[src/csarm_pkg.sv]
// Constants and types shared by the configuration-select block
`default_nettype none
package csarm_pkg;

	// Register offsets on the serial bus
	localparam logic [7:0] BUS_DEF_OFFSET  = 8'h00;
	localparam logic [7:0] SRC_CTRL_OFFSET = 8'h13;
	localparam logic [7:0] STATUS_OFFSET   = 8'h7f;

	// Field positions
	localparam int BUS_DEF_POS    = 7;
	localparam int PRIM_SRC_POS   = 1;
	localparam int SW_MODE_HI_POS = 7;
	localparam int SW_MODE_LO_POS = 6;

	// Reset values
	localparam logic [7:0] SRC_CTRL_RESET = 8'h00;
	localparam logic [7:0] BUS_DEF_RESET  = 8'h00;

	// Serial target address, arbitrary neutral value
	localparam logic [6:0] BUS_ADDR_DEFAULT = 7'h2a;

	// Timing
	localparam int CLK_HZ      = 50_000_000;
	localparam int MS_PER_S    = 1000;
	localparam int SETTLE_MS   = 10;
	localparam int RELOAD_MS   = 1;
	localparam int SYNC_STAGES = 2;
	localparam int BYTE_BITS   = 8;

	// Configuration sequencer, Gray along capture-load-settle-watch-reload
	typedef enum logic [2:0] {
		CS_CAPTURE = 3'b000,
		CS_LOAD    = 3'b001,
		CS_SETTLE  = 3'b011,
		CS_WATCH   = 3'b010,
		CS_RELOAD  = 3'b110
	} csarm_cfg_state_type;

	// Serial target states
	typedef enum logic [2:0] {
		IS_IDLE = 3'b000,
		IS_ADDR = 3'b001,
		IS_ACK  = 3'b011,
		IS_WR   = 3'b010,
		IS_RD   = 3'b110,
		IS_RACK = 3'b111
	} csarm_i2c_state_type;

endpackage
`default_nettype wire

[src/csarm_regbus_if.sv]
// Link between the serial target and the register file
`timescale 1ns/10ps
`default_nettype none
interface csarm_regbus_if;
	logic       en;
	logic       scl;
	logic       sda;
	logic       sda_low;
	logic       wr;
	logic [7:0] addr;
	logic [7:0] wdata;
	logic [7:0] rdata;

	modport target (
		input  en, scl, sda, rdata,
		output sda_low, wr, addr, wdata
	);
	modport regfile (
		output en, scl, sda, rdata,
		input  sda_low, wr, addr, wdata
	);
endinterface
`default_nettype wire

[src/csarm_i2c_target.sv]
// Serial bus target: pointer byte, then auto-incrementing data
`timescale 1ns/10ps
`default_nettype none
module csarm_i2c_target
	import csarm_pkg::*;
#(
	parameter logic [6:0] BUS_ADDR = BUS_ADDR_DEFAULT
)(
	input  wire logic mclk,
	input  wire logic rst,
	input  wire logic ce,
	csarm_regbus_if.target bus
);

	typedef struct packed {
		csarm_i2c_state_type st;
		logic                scl_d;
		logic                sda_d;
		logic [7:0]          sh;
		logic [3:0]          cnt;
		logic                rw;
		logic                nack;
		logic                ptr_set;
		logic [7:0]          ptr;
		logic                sda_low;
		logic                wr;
	} csarm_i2c_reg_type;

	csarm_i2c_reg_type cur_reg;
	csarm_i2c_reg_type cur_next;
	logic              start_c;
	logic              stop_c;
	logic              rise_c;
	logic              fall_c;

	// Bus conditions from already synchronised pins
	assign start_c = bus.scl && cur_reg.scl_d && cur_reg.sda_d && !bus.sda;
	assign stop_c  = bus.scl && cur_reg.scl_d && !cur_reg.sda_d && bus.sda;
	assign rise_c  = bus.scl && !cur_reg.scl_d;
	assign fall_c  = !bus.scl && cur_reg.scl_d;

	// Byte framing and acknowledge
	always_comb begin
		cur_next       = cur_reg;
		cur_next.scl_d = bus.scl;
		cur_next.sda_d = bus.sda;
		cur_next.wr    = 1'b0;
		if (!bus.en) begin
			cur_next.st      = IS_IDLE;
			cur_next.sda_low = 1'b0;
		end else if (start_c) begin
			cur_next.st      = IS_ADDR;
			cur_next.cnt     = '0;
			cur_next.ptr_set = 1'b0;
			cur_next.sda_low = 1'b0;
		end else if (stop_c) begin
			cur_next.st      = IS_IDLE;
			cur_next.sda_low = 1'b0;
		end else begin
			unique case (cur_reg.st)
				IS_IDLE: begin
				end
				IS_ADDR, IS_WR: begin
					if (rise_c) begin
						cur_next.sh  = {cur_reg.sh[6:0], bus.sda};
						cur_next.cnt = cur_reg.cnt + 4'd1;
					end else if (fall_c && cur_reg.cnt == 4'(BYTE_BITS)) begin
						cur_next.st      = IS_ACK;
						cur_next.sda_low = 1'b1;
						if (cur_reg.st == IS_ADDR) begin
							cur_next.rw = cur_reg.sh[0];
							if (cur_reg.sh[7:1] != BUS_ADDR) begin
								cur_next.st      = IS_IDLE;
								cur_next.sda_low = 1'b0;
							end
						end else if (!cur_reg.ptr_set) begin
							cur_next.ptr     = cur_reg.sh;
							cur_next.ptr_set = 1'b1;
						end else begin
							cur_next.wr  = 1'b1;
							cur_next.ptr = cur_reg.ptr + 8'd1;
						end
					end
				end
				IS_ACK: begin
					if (fall_c) begin
						cur_next.cnt     = 4'd1;
						cur_next.st      = cur_reg.rw ? IS_RD : IS_WR;
						cur_next.sh      = bus.rdata;
						cur_next.sda_low = cur_reg.rw && !bus.rdata[7];
						if (!cur_reg.rw) begin
							cur_next.cnt = '0;
						end
					end
				end
				IS_RD: begin
					if (fall_c) begin
						if (cur_reg.cnt == 4'(BYTE_BITS)) begin
							cur_next.st      = IS_RACK;
							cur_next.sda_low = 1'b0;
							cur_next.ptr     = cur_reg.ptr + 8'd1;
						end else begin
							cur_next.sda_low = !cur_reg.sh[6];
							cur_next.sh      = {cur_reg.sh[6:0], 1'b0};
							cur_next.cnt     = cur_reg.cnt + 4'd1;
						end
					end
				end
				IS_RACK: begin
					if (rise_c) begin
						cur_next.nack = bus.sda;
					end else if (fall_c) begin
						cur_next.st      = cur_reg.nack ? IS_IDLE : IS_RD;
						cur_next.sh      = bus.rdata;
						cur_next.cnt     = 4'd1;
						cur_next.sda_low = !cur_reg.nack && !bus.rdata[7];
					end
				end
				default: begin
					cur_next.st      = IS_IDLE;
					cur_next.sda_low = 1'b0;
				end
			endcase
		end
	end

	// State register
	always_ff @(posedge mclk) begin
		if (rst) begin
			cur_reg <= '0;
		end else if (ce) begin
			cur_reg <= cur_next;
		end
	end

	assign bus.sda_low = cur_reg.sda_low;
	assign bus.wr      = cur_reg.wr;
	assign bus.addr    = cur_reg.wr ? cur_reg.ptr - 8'd1 : cur_reg.ptr;
	assign bus.wdata   = cur_reg.sh;

endmodule
`default_nettype wire

[src/csarm_top.sv]
// Strap capture, configuration select and reference source mux
//
// Behaviour
// - Sample the strap pin once after power-on and keep that value.
// - Strap high: shared pins are the upper and lower config selects.
// - Strap low or floating: shared pins carry serial data and clock.
// - After sampling, drive the strap pin as a reference clock output.
// - Strap high: selects index config 0..3, upper is MSB; bus refused.
// - At power-up load the configuration given by the select levels.
// - A select change reloads config when the bus default bit is clear; host then waits at least 1 ms.
// - Strap low: alternate configs only through bus register writes.
// - Manual mode: choice pin low picks crystal, high picks differential.
// - Manual mode: primary-source bit set inverts the choice pin; source is XOR.
// - Primary-source bit lives in bit 1 of input_source_control, bus writable.
// - Source changes without output glitches.
`timescale 1ns/10ps
`default_nettype none
module csarm_top
	import csarm_pkg::*;
#(
	parameter int         SETTLE_CYCLES = CLK_HZ / MS_PER_S * SETTLE_MS,
	parameter int         RELOAD_CYCLES = CLK_HZ / MS_PER_S * RELOAD_MS,
	parameter logic [6:0] BUS_ADDR      = BUS_ADDR_DEFAULT
)(
	input  wire logic       mclk,
	input  wire logic       rst,
	input  wire logic       ce,
	input  wire logic       strap_refout_in,
	output logic            strap_refout_out,
	output logic            strap_refout_oe,
	input  wire logic       pick_hi_sda_in,
	output logic            pick_hi_sda_out,
	output logic            pick_hi_sda_oe,
	input  wire logic       pick_lo_scl_in,
	input  wire logic       ref_choice_pin,
	input  wire logic       crystal_or_single_input,
	input  wire logic       diff_ref_input_p,
	input  wire logic       diff_ref_input_n,
	input  wire logic       stored_default_in,
	output logic [1:0]      cfg_index,
	output logic            cfg_bus_defaults,
	output logic            cfg_load,
	output logic            cfg_busy,
	output logic            bus_mode,
	output logic            ref_active_diff
);

	localparam int CNT_W = $clog2(SETTLE_CYCLES + RELOAD_CYCLES + 1);

	typedef struct packed {
		csarm_cfg_state_type st;
		logic                strap;
		logic                drive;
		logic                bus_def;
		logic [7:0]          src_ctrl;
		logic [1:0]          idx;
		logic                dflt;
		logic                load;
		logic [CNT_W-1:0]    cnt;
		logic [1:0]          pick_s1;
		logic [1:0]          pick_s2;
		logic                choice_s1;
		logic                choice_s2;
		logic                cur_diff;
		logic                parked;
		logic                ref_out;
	} csarm_top_reg_type;

	csarm_top_reg_type cur_reg;
	csarm_top_reg_type cur_next;
	logic              want_diff;
	logic              diff_lvl;
	logic              cur_lvl;
	logic              new_lvl;

	csarm_regbus_if bus ();

	// Two select pins as a configuration index, upper pin is MSB
	function automatic logic [1:0] pick_index(input logic [1:0] pins);
		pick_index = {pins[1], pins[0]};
	endfunction

	// Register read decode
	function automatic logic [7:0] reg_read(input logic [7:0] addr,
		input csarm_top_reg_type r);
		reg_read = 8'h00;
		unique case (addr)
			BUS_DEF_OFFSET:  reg_read[BUS_DEF_POS] = r.bus_def;
			SRC_CTRL_OFFSET: reg_read = r.src_ctrl;
			STATUS_OFFSET:   reg_read = {3'b000, r.strap, r.idx,
				r.dflt, r.cur_diff};
			default:         reg_read = 8'h00;
		endcase
	endfunction

	// Serial target, only alive in bus mode
	csarm_i2c_target #(
		.BUS_ADDR (BUS_ADDR)
	) u_target (
		.mclk (mclk),
		.rst  (rst),
		.ce   (ce),
		.bus  (bus.target)
	);

	// Bus wiring from the synchronised shared pins
	assign bus.en    = cur_reg.drive && !cur_reg.strap;
	assign bus.sda   = cur_reg.pick_s2[1];
	assign bus.scl   = cur_reg.pick_s2[0];
	assign bus.rdata = reg_read(bus.addr, cur_reg);

	// Reference levels and target source
	assign diff_lvl  = diff_ref_input_p && !diff_ref_input_n;
	assign want_diff = cur_reg.src_ctrl[SW_MODE_HI_POS]
		? cur_reg.src_ctrl[PRIM_SRC_POS]
		: cur_reg.src_ctrl[PRIM_SRC_POS] ^ cur_reg.choice_s2;
	assign cur_lvl   = cur_reg.cur_diff ? diff_lvl : crystal_or_single_input;
	assign new_lvl   = want_diff ? diff_lvl : crystal_or_single_input;

	// Next-state logic
	always_comb begin
		cur_next      = cur_reg;
		cur_next.load = 1'b0;

		// Pin synchronisers
		cur_next.pick_s1   = {pick_hi_sda_in, pick_lo_scl_in};
		cur_next.pick_s2   = cur_reg.pick_s1;
		cur_next.choice_s1 = ref_choice_pin;
		cur_next.choice_s2 = cur_reg.choice_s1;

		// Register writes from the serial bus
		if (bus.wr) begin
			if (bus.addr == SRC_CTRL_OFFSET) begin
				cur_next.src_ctrl = bus.wdata;
			end else if (bus.addr == BUS_DEF_OFFSET) begin
				cur_next.bus_def = bus.wdata[BUS_DEF_POS];
			end
		end

		// Configuration sequencer
		unique case (cur_reg.st)
			CS_CAPTURE: begin
				cur_next.strap   = strap_refout_in;
				cur_next.bus_def = stored_default_in;
				cur_next.drive   = 1'b1;
				cur_next.cnt     = CNT_W'(SYNC_STAGES);
				cur_next.st      = CS_LOAD;
			end
			CS_LOAD: begin
				if (cur_reg.cnt != '0) begin
					cur_next.cnt = cur_reg.cnt - 1'b1;
				end else begin
					cur_next.load = 1'b1;
					cur_next.cnt  = CNT_W'(SETTLE_CYCLES - 1);
					cur_next.st   = CS_SETTLE;
					if (cur_reg.strap) begin
						cur_next.idx  = pick_index(cur_reg.pick_s2);
						cur_next.dflt = 1'b0;
					end else begin
						cur_next.idx  = 2'b00;
						cur_next.dflt = cur_reg.bus_def;
					end
				end
			end
			CS_SETTLE: begin
				if (cur_reg.cnt != '0) begin
					cur_next.cnt = cur_reg.cnt - 1'b1;
				end else begin
					cur_next.st = CS_WATCH;
				end
			end
			CS_WATCH: begin
				// Only strap-high with the bus default bit clear reloads
				if (cur_reg.strap && !cur_reg.bus_def
					&& pick_index(cur_reg.pick_s2) != cur_reg.idx) begin
					cur_next.idx  = pick_index(cur_reg.pick_s2);
					cur_next.load = 1'b1;
					cur_next.cnt  = CNT_W'(RELOAD_CYCLES - 1);
					cur_next.st   = CS_RELOAD;
				end
			end
			CS_RELOAD: begin
				// Changes seen here are picked up once the reload ends
				if (cur_reg.cnt != '0) begin
					cur_next.cnt = cur_reg.cnt - 1'b1;
				end else begin
					cur_next.st = CS_WATCH;
				end
			end
			default: begin
				cur_next.st = CS_CAPTURE;
			end
		endcase

		// Break-before-make source switch, parked low between sources
		if (cur_reg.parked) begin
			cur_next.ref_out = 1'b0;
			if (!new_lvl) begin
				cur_next.cur_diff = want_diff;
				cur_next.parked   = 1'b0;
			end
		end else if (want_diff != cur_reg.cur_diff && !cur_lvl) begin
			cur_next.parked  = 1'b1;
			cur_next.ref_out = 1'b0;
		end else begin
			cur_next.ref_out = cur_lvl;
		end
	end

	// State register
	always_ff @(posedge mclk) begin
		if (rst) begin
			cur_reg          <= '0;
			cur_reg.src_ctrl <= SRC_CTRL_RESET;
			cur_reg.bus_def  <= BUS_DEF_RESET[BUS_DEF_POS];
		end else if (ce) begin
			cur_reg <= cur_next;
		end
	end

	// Pins, open-drain data line only pulled low
	assign strap_refout_out = cur_reg.ref_out;
	assign strap_refout_oe  = cur_reg.drive;
	assign pick_hi_sda_out  = 1'b0;
	assign pick_hi_sda_oe   = bus.sda_low;

	// User-side status
	assign cfg_index        = cur_reg.idx;
	assign cfg_bus_defaults = cur_reg.dflt;
	assign cfg_load         = cur_reg.load;
	assign cfg_busy         = cur_reg.st != CS_WATCH;
	assign bus_mode         = bus.en;
	assign ref_active_diff  = cur_reg.cur_diff;

endmodule
`default_nettype wire

[config.mk]
export PLATFORM = sky130hd
export DESIGN_NAME = csarm_top
export DESIGN_NICKNAME = d
export VERILOG_FILES = /design/src/csarm_pkg.sv /design/src/csarm_regbus_if.sv /design/src/csarm_i2c_target.sv /design/src/csarm_top.sv
export SDC_FILE = /design/constraint.sdc
export NUM_CORES = 1
export LEC_CHECK = 0
export ABC_AREA = 1
export BUFFER_PORTS_ARGS = -buffer_cell sky130_fd_sc_hd__buf_2
export CAP_MARGIN = 20
export CORE_MARGIN = 5
export CORE_UTILIZATION = 30
export CTS_CLUSTER_SIZE = 25
export DETAILED_ROUTE_END_ITERATION = 6
export GPL_TIMING_DRIVEN = 0
export MAX_ROUTING_LAYER = met4
export PLACE_DENSITY = 0.56
export SLEW_MARGIN = 0
export SYNTH_ARGS = -nofsm -noshare
export SYNTH_HDL_FRONTEND = slang
export SYNTH_SLANG_ARGS = --single-unit
[constraint.sdc]
create_clock -name mclk -period 2.77 [get_ports mclk]
set_clock_uncertainty 0.05 [all_clocks]
set_input_delay 0.831 -clock mclk [delete_from_list [all_inputs] [get_ports mclk]]
set_output_delay 0.831 -clock mclk [all_outputs]
set_load 0.02 [all_outputs]
== Word level (Yosys, flattened, before mapping) ==
Index checks and enable logic that the tools add are counted.

* Register bits: 77

* Add/sub/neg operators: 4
* Bitwise logic cells: 6
* Multiplexer cells: 84
* Eq/ne operators: 48
* Reduce and logical (&&, ||, !) cells: 57

{| class="wikitable"
|+ Operators with widths
! kind !! count
|-
| case mux 20 bit (4 select lines) || 1
|-
| 2-to-1 mux 12 bit || 6
|-
| 2-to-1 mux 3 bit || 16
|-
| case mux 12 bit (4 select lines) || 1
|-
| 2-to-1 mux 20 bit || 2
|-
| inequality test 5 bit, second input constant || 7
|-
| 2-to-1 mux 1 bit || 33
|-
| 2-to-1 mux 8 bit || 4
|-
| 2-to-1 mux 9 bit || 3
|-
| 2-to-1 mux 11 bit || 2
|-
| inequality test 2 x 1 -> 1 bit, second input constant || 11
|-
| 2-to-1 mux 21 bit || 1
|-
| AND reduction 10 bit || 2
|-
| nonzero test 20 bit || 1
|-
| subtractor 20 x 1 -> 20 bit, second input constant || 1
|-
| case mux 8 bit (2 select lines) || 1
|-
| AND reduction 4 bit || 4
|-
| AND reduction 8 bit || 2
|-
| logical AND 1 bit || 15
|-
| 2-to-1 mux 15 bit || 1
|-
| case mux 3 bit (5 select lines) || 1
|-
| inequality test 2 bit, second input constant || 7
|-
| case mux 7 bit (2 select lines) || 1
|-
| equality test 3 x 2 -> 1 bit, second input constant || 4
|-
| 35 further kinds || 72
|}

== Depth between registers and ports, before layout ==
* Word-level depth: 12
* Depth in mapped cells: 14
* Depth with buffers taken out: 13

== Modules after synthesis ==
From an unflattened synthesis, not the netlist that was laid out.

* Cells, all modules: 814
* Area, all modules: 5176.2 µm²

{| class="wikitable"
|+ By module, submodules not included
! module !! times used !! area an instance (µm²) !! sequential area each (µm²) !! cells an instance
|-
| csarm_top || 1 || 2965.3 || 940.9 || 461
|-
| csarm_i2c_target || 1 || 2210.9 || 600.6 || 353
|}

== Worst setup path before layout ==
Ideal clock, no wire load.

* Path type: input to register
* Start: input port ce
* End: register u_target.cur_reg[3] in the netlist's numbering
* Arrival: 1.871 ns
* Library setup time: 0.086 ns
* Data required time: 2.634 ns
* Cell stages on the path: 9
* Setup slack: 0.763 ns
* Cell sequence: inv_1 -> nor2_1 -> nand2_1 -> inv_1 -> nand2_1 -> inv_2 -> buf_2 -> nor2_1 -> a211oi_1

* Cells in the longest elaborated chain, start to end: 1

{| class="wikitable"
|+ RTL lines
! element !! line !! text
|-
| start, declared || csarm_top.sv:27 || <nowiki>input wire logic ce,</nowiki>
|-
| AND reduction 10 bit (no source line) || n/a ||
|-
| end signal, assigned || csarm_i2c_target.sv:132 || <nowiki>cur_reg <= cur_next;</nowiki>
|-
| end, declared || csarm_i2c_target.sv:29 || <nowiki>csarm_i2c_reg_type cur_reg;</nowiki>
|}

Every way passes these cells.
A chain may end at the register's enable or synchronous reset.

== Worst setup path in the final report ==
* Start: input port ce
* End: register u_target.cur_reg[4] in the netlist's numbering

Same word-level chain as after synthesis.

==> summary.md <==
| Metric | Value |
|---|---|
| Critical Path Start Type | `input pin` |
| Outcome | `finished, final reports clean` |
| Reg area | `1540 um2` |
| Initial antenna violation count | `0` |
| R2R depth | `13` |
| Synth warn | `0` |
| Clk slew on worst S/H paths | `0.06 ns` |
| Pin count of the biggest net entering global routing | `13` |
| Endpoint class of the critical path | `register` |
| Hold path cells | `2` |
| Flop-to-flop setup slack | `0.60 ns` |
| Vias per Instance | `5.00` |
| Highest clock rate | `429 MHz` |
| Worst-Margin Slew | `0.727 ns` |
| Post-layout min period | `2.33 ns` |
| DRC violations left | `0` |
| Multi-input logic area | `2640 um2` |
| Max_cap viols | `0` |
| Critical Path AT | `2.54 ns` |
| Area growth, synth to finish | `13.9%` |
| Avg Cell Area, Syn | `6.73 um2` |
| Worst Hold End | `u_target.bus.sda_low$_SDFFE_PP0P_` |
| Yosys reg bits | `77` |
| Yosys top cell by area | `dfxtp_1` |
| P per Cell Area | `923 nW/um2` |
| Filler cell count | `1,661` |
| Synth top area cells | `dfxtp_1, nand2_1, a21oi_1, inv_1, o21ai_0` |
| Global-route wire length before repair | `21,300 um` |
| GRT overflow | `0` |
| Crit. Startpoint | `ce` |
| Yosys cell types | `50` |
| Setup bufs post-CTS | `0` |
| RR Endpoint | `cur_reg[40]$_SDFFE_PP0P_` |
| Tcrit/Tclk final | `84.1%` |
| Ant diodes | `0` |
| Post-Syn Instances | `693` |
| Design area | `5310 um2` |
| Maximum buffer depth of the clock tree | `2` |
| Fin. Hold Viols | `0` |
| Crit Path Class | `input pin to register` |
| Input/output buffers | `20` |
| Final setup vio count | `0` |
| DP Area | `5000 um2` |
| Hold_sp | `u_target.bus.sda_low$_SDFFE_PP0P_` |
| Yosys top cell area share | `33.0%` |
| Routed WL per cell | `14.4 um` |
| Nets@finish | `741` |
| Iter 0 DRT Violations | `348` |
| Share of cells above drive strength 1 | `12.1%` |
| Worst path required time | `2.98 ns` |
| RSZ-0062 raised after global routing | `no` |
| Die height | `135 um` |
| DP Wirelength | `9980 um` |
| Setup TNS | `0 ns` |
| Peak VDD IR | `0.381 mV` |
| Final ANT Viol Nets | `0` |
| Die extent in x | `135 um` |
| Detailed Route WL | `13,200 um` |
| Worst r2r src | `u_target.cur_reg[2]$_SDFFE_PP0P_` |
| All-layer global routing usage | `15.1%` |
| Post-synth net total | `710` |
| Pins Over Slew Limit | `0` |
| CTS Root Cell | `clkbuf_16` |
| 1st-pass router iterations | `6` |
| CTS tree | `done` |
| CTS Buf Count | `9` |
| Worst-Skew Late Latency | `0.35 ns` |
| CP Max Fanout | `10` |
| Total clock sinks | `77` |
| HP Class | `register to register` |
| Post-Syn Area | `4660 um2` |
| Vias in the first global route | `4,116` |
| Routability cong. | `0.884` |
| Die ar. | `18,100 um2` |
| Row count | `45` |
| Static Leakage | `2.29 nW` |
| Post-CTS sizing | `0` |
| Max FFs per register | `35` |
| Htree depth | `3` |
| Starting Density | `30.7%` |
| Sequential cell area fraction in the yosys report | `33.0%` |
| Io pins | `22` |
| Cts hold-fix bufs | `0` |
| Vias | `4,587` |
| Slew HR | `51.5%` |
| Core ar. | `15,200 um2` |
kinds of logic (layout without fill, tap and decap cells):
logic type | Yosys count | after routing | share of synthesized area, %
adders and majority gates | 6 | 6 | 1.61
xor gates and xnor gates | 16 | 16 | 3.00
DFF | 77 | 77 | 33.0
and+or+nand+nor | 313 | 313 | 31.6
buffers and inverters | 113 | 149 | 10.4
other | 1 | 1 | 0.0804
AOI/OAI and AO/OA | 167 | 167 | 20.2
cell usage in the layout, fill, tap and decap left out, types with 4 or more instances in the layout:
cell type,Yosys,final
xnor2_1,4,4
inv_1,81,81
nor3_1,14,14
buf_2,3,23
a221oi_1,4,4
a211oi_1,6,6
a21oi_1,66,66
clkbuf_16,0,9
nor2_1,76,76
nand2_1,126,126
ha_1,6,6
xor2_1,12,12
o21ai_1,7,7
clkbuf_1,10,11
a21oi_2,7,7
dfxtp_1,77,77
nand3_1,50,50
buf_4,7,7
nor2_2,4,4
nand4_1,11,11
o211ai_1,5,5
o21ai_0,58,58
nor4_1,5,5
inv_2,9,9
power breakdown:
| part | total [W] | switching (W) | internal [W] |
|---|---|---|---|
| Sequential | 0.00145 | 0.000172 | 0.00127 |
| Combinational | 0.00220 | 0.00144 | 0.000758 |
| Clock | 0.00126 | 0.000487 | 0.000771 |
| Total | 0.00490 | 0.00210 | 0.00280 |
cells in the mapped netlist, drive strengths merged:
| library cell | instances |
|---|---|
| a21oi | 73 |
| nor3b | 2 |
| and2 | 2 |
| o21a | 3 |
| a31oi | 2 |
| xnor2 | 4 |
| nand3b | 3 |
| clkbuf | 10 |
| or3 | 1 |
| a2111oi | 1 |
| a32oi | 1 |
| ha | 6 |
| o311ai | 1 |
| o211ai | 5 |
| buf | 13 |
| nor3 | 18 |
| nor4 | 5 |
| o22ai | 1 |
| or2 | 1 |
| and3 | 3 |
| dfxtp | 77 |
| nand3 | 53 |
| nand2 | 129 |
| a211oi | 6 |
| a22oi | 2 |
| inv | 90 |
| a221oi | 4 |
| nor2 | 84 |
| conb | 1 |
| xor2 | 12 |
| nand4 | 12 |
| o21ai | 68 |
metrics by stage:
step / power (W) / setup WS, ns / std cells / utilization [%] / hold WS, ns
2_1_floorplan: 0.00313 / 0.763 / 693 / - / 0.380
3_3_place_gp: 0.00364 / 0.125 / 901 / 32.9 / 0.407
3_5_place_dp: 0.00363 / 0.0918 / 901 / 32.9 / 0.413
4_1_cts: 0.00491 / 0.450 / 917 / 34.9 / 0.430
5_1_grt: 0.00526 / 0.270 / 917 / 34.9 / 0.456
6_report: 0.00490 / 0.439 / 917 / 34.9 / 0.433
worst max-delay path by stage:
stage                                        to  slack, ns  cells after the start
2_1_floorplan  u_target.cur_reg[3]$_SDFFE_PP0P_       0.76                      9
3_3_place_gp   u_target.cur_reg[7]$_SDFFE_PP0P_       0.13                     10
3_5_place_dp   u_target.cur_reg[4]$_SDFFE_PP0P_       0.09                     10
4_1_cts        u_target.cur_reg[4]$_SDFFE_PP0P_       0.45                     10
5_1_grt        u_target.cur_reg[3]$_SDFFE_PP0P_       0.27                     10
6_report       u_target.cur_reg[4]$_SDFFE_PP0P_       0.44                     10
critical path, stage by stage:
cell and delay [ns]:
buf_2 0.18, inv_1 0.18, nor2_1 0.37, nand2_1 0.10
inv_1 0.17, nand2_1 0.15, inv_2 0.11, buf_2 0.22
nor2_1 0.06, a211oi_1 0.16
cell type report:
type / instances / area share [%]
tap: 188 / 4.43
timing repair buffer: 20 / 1.88
buffer: 23 / 2.78
multi-input combinational: 503 / 49.6
inverter: 90 / 6.36
sequential: 77 / 29.0
clock buffer: 13 / 5.09
clock inverter: 3 / 0.801
per-layer routing:
| layer | GRT usage [%] | wire length, um | up-vias |
|---|---|---|---|
| li1 | - | - | 2375 |
| met1 | 21.4 | 6760 | 2094 |
| met2 | 21.3 | 5510 | 103 |
| met3 | 2.65 | 748 | 15 |
| met4 | 5.77 | 195 | 0 |
| met5 | - | 0 | - |
No activity file was read; power rests on OpenSTA's default activity.
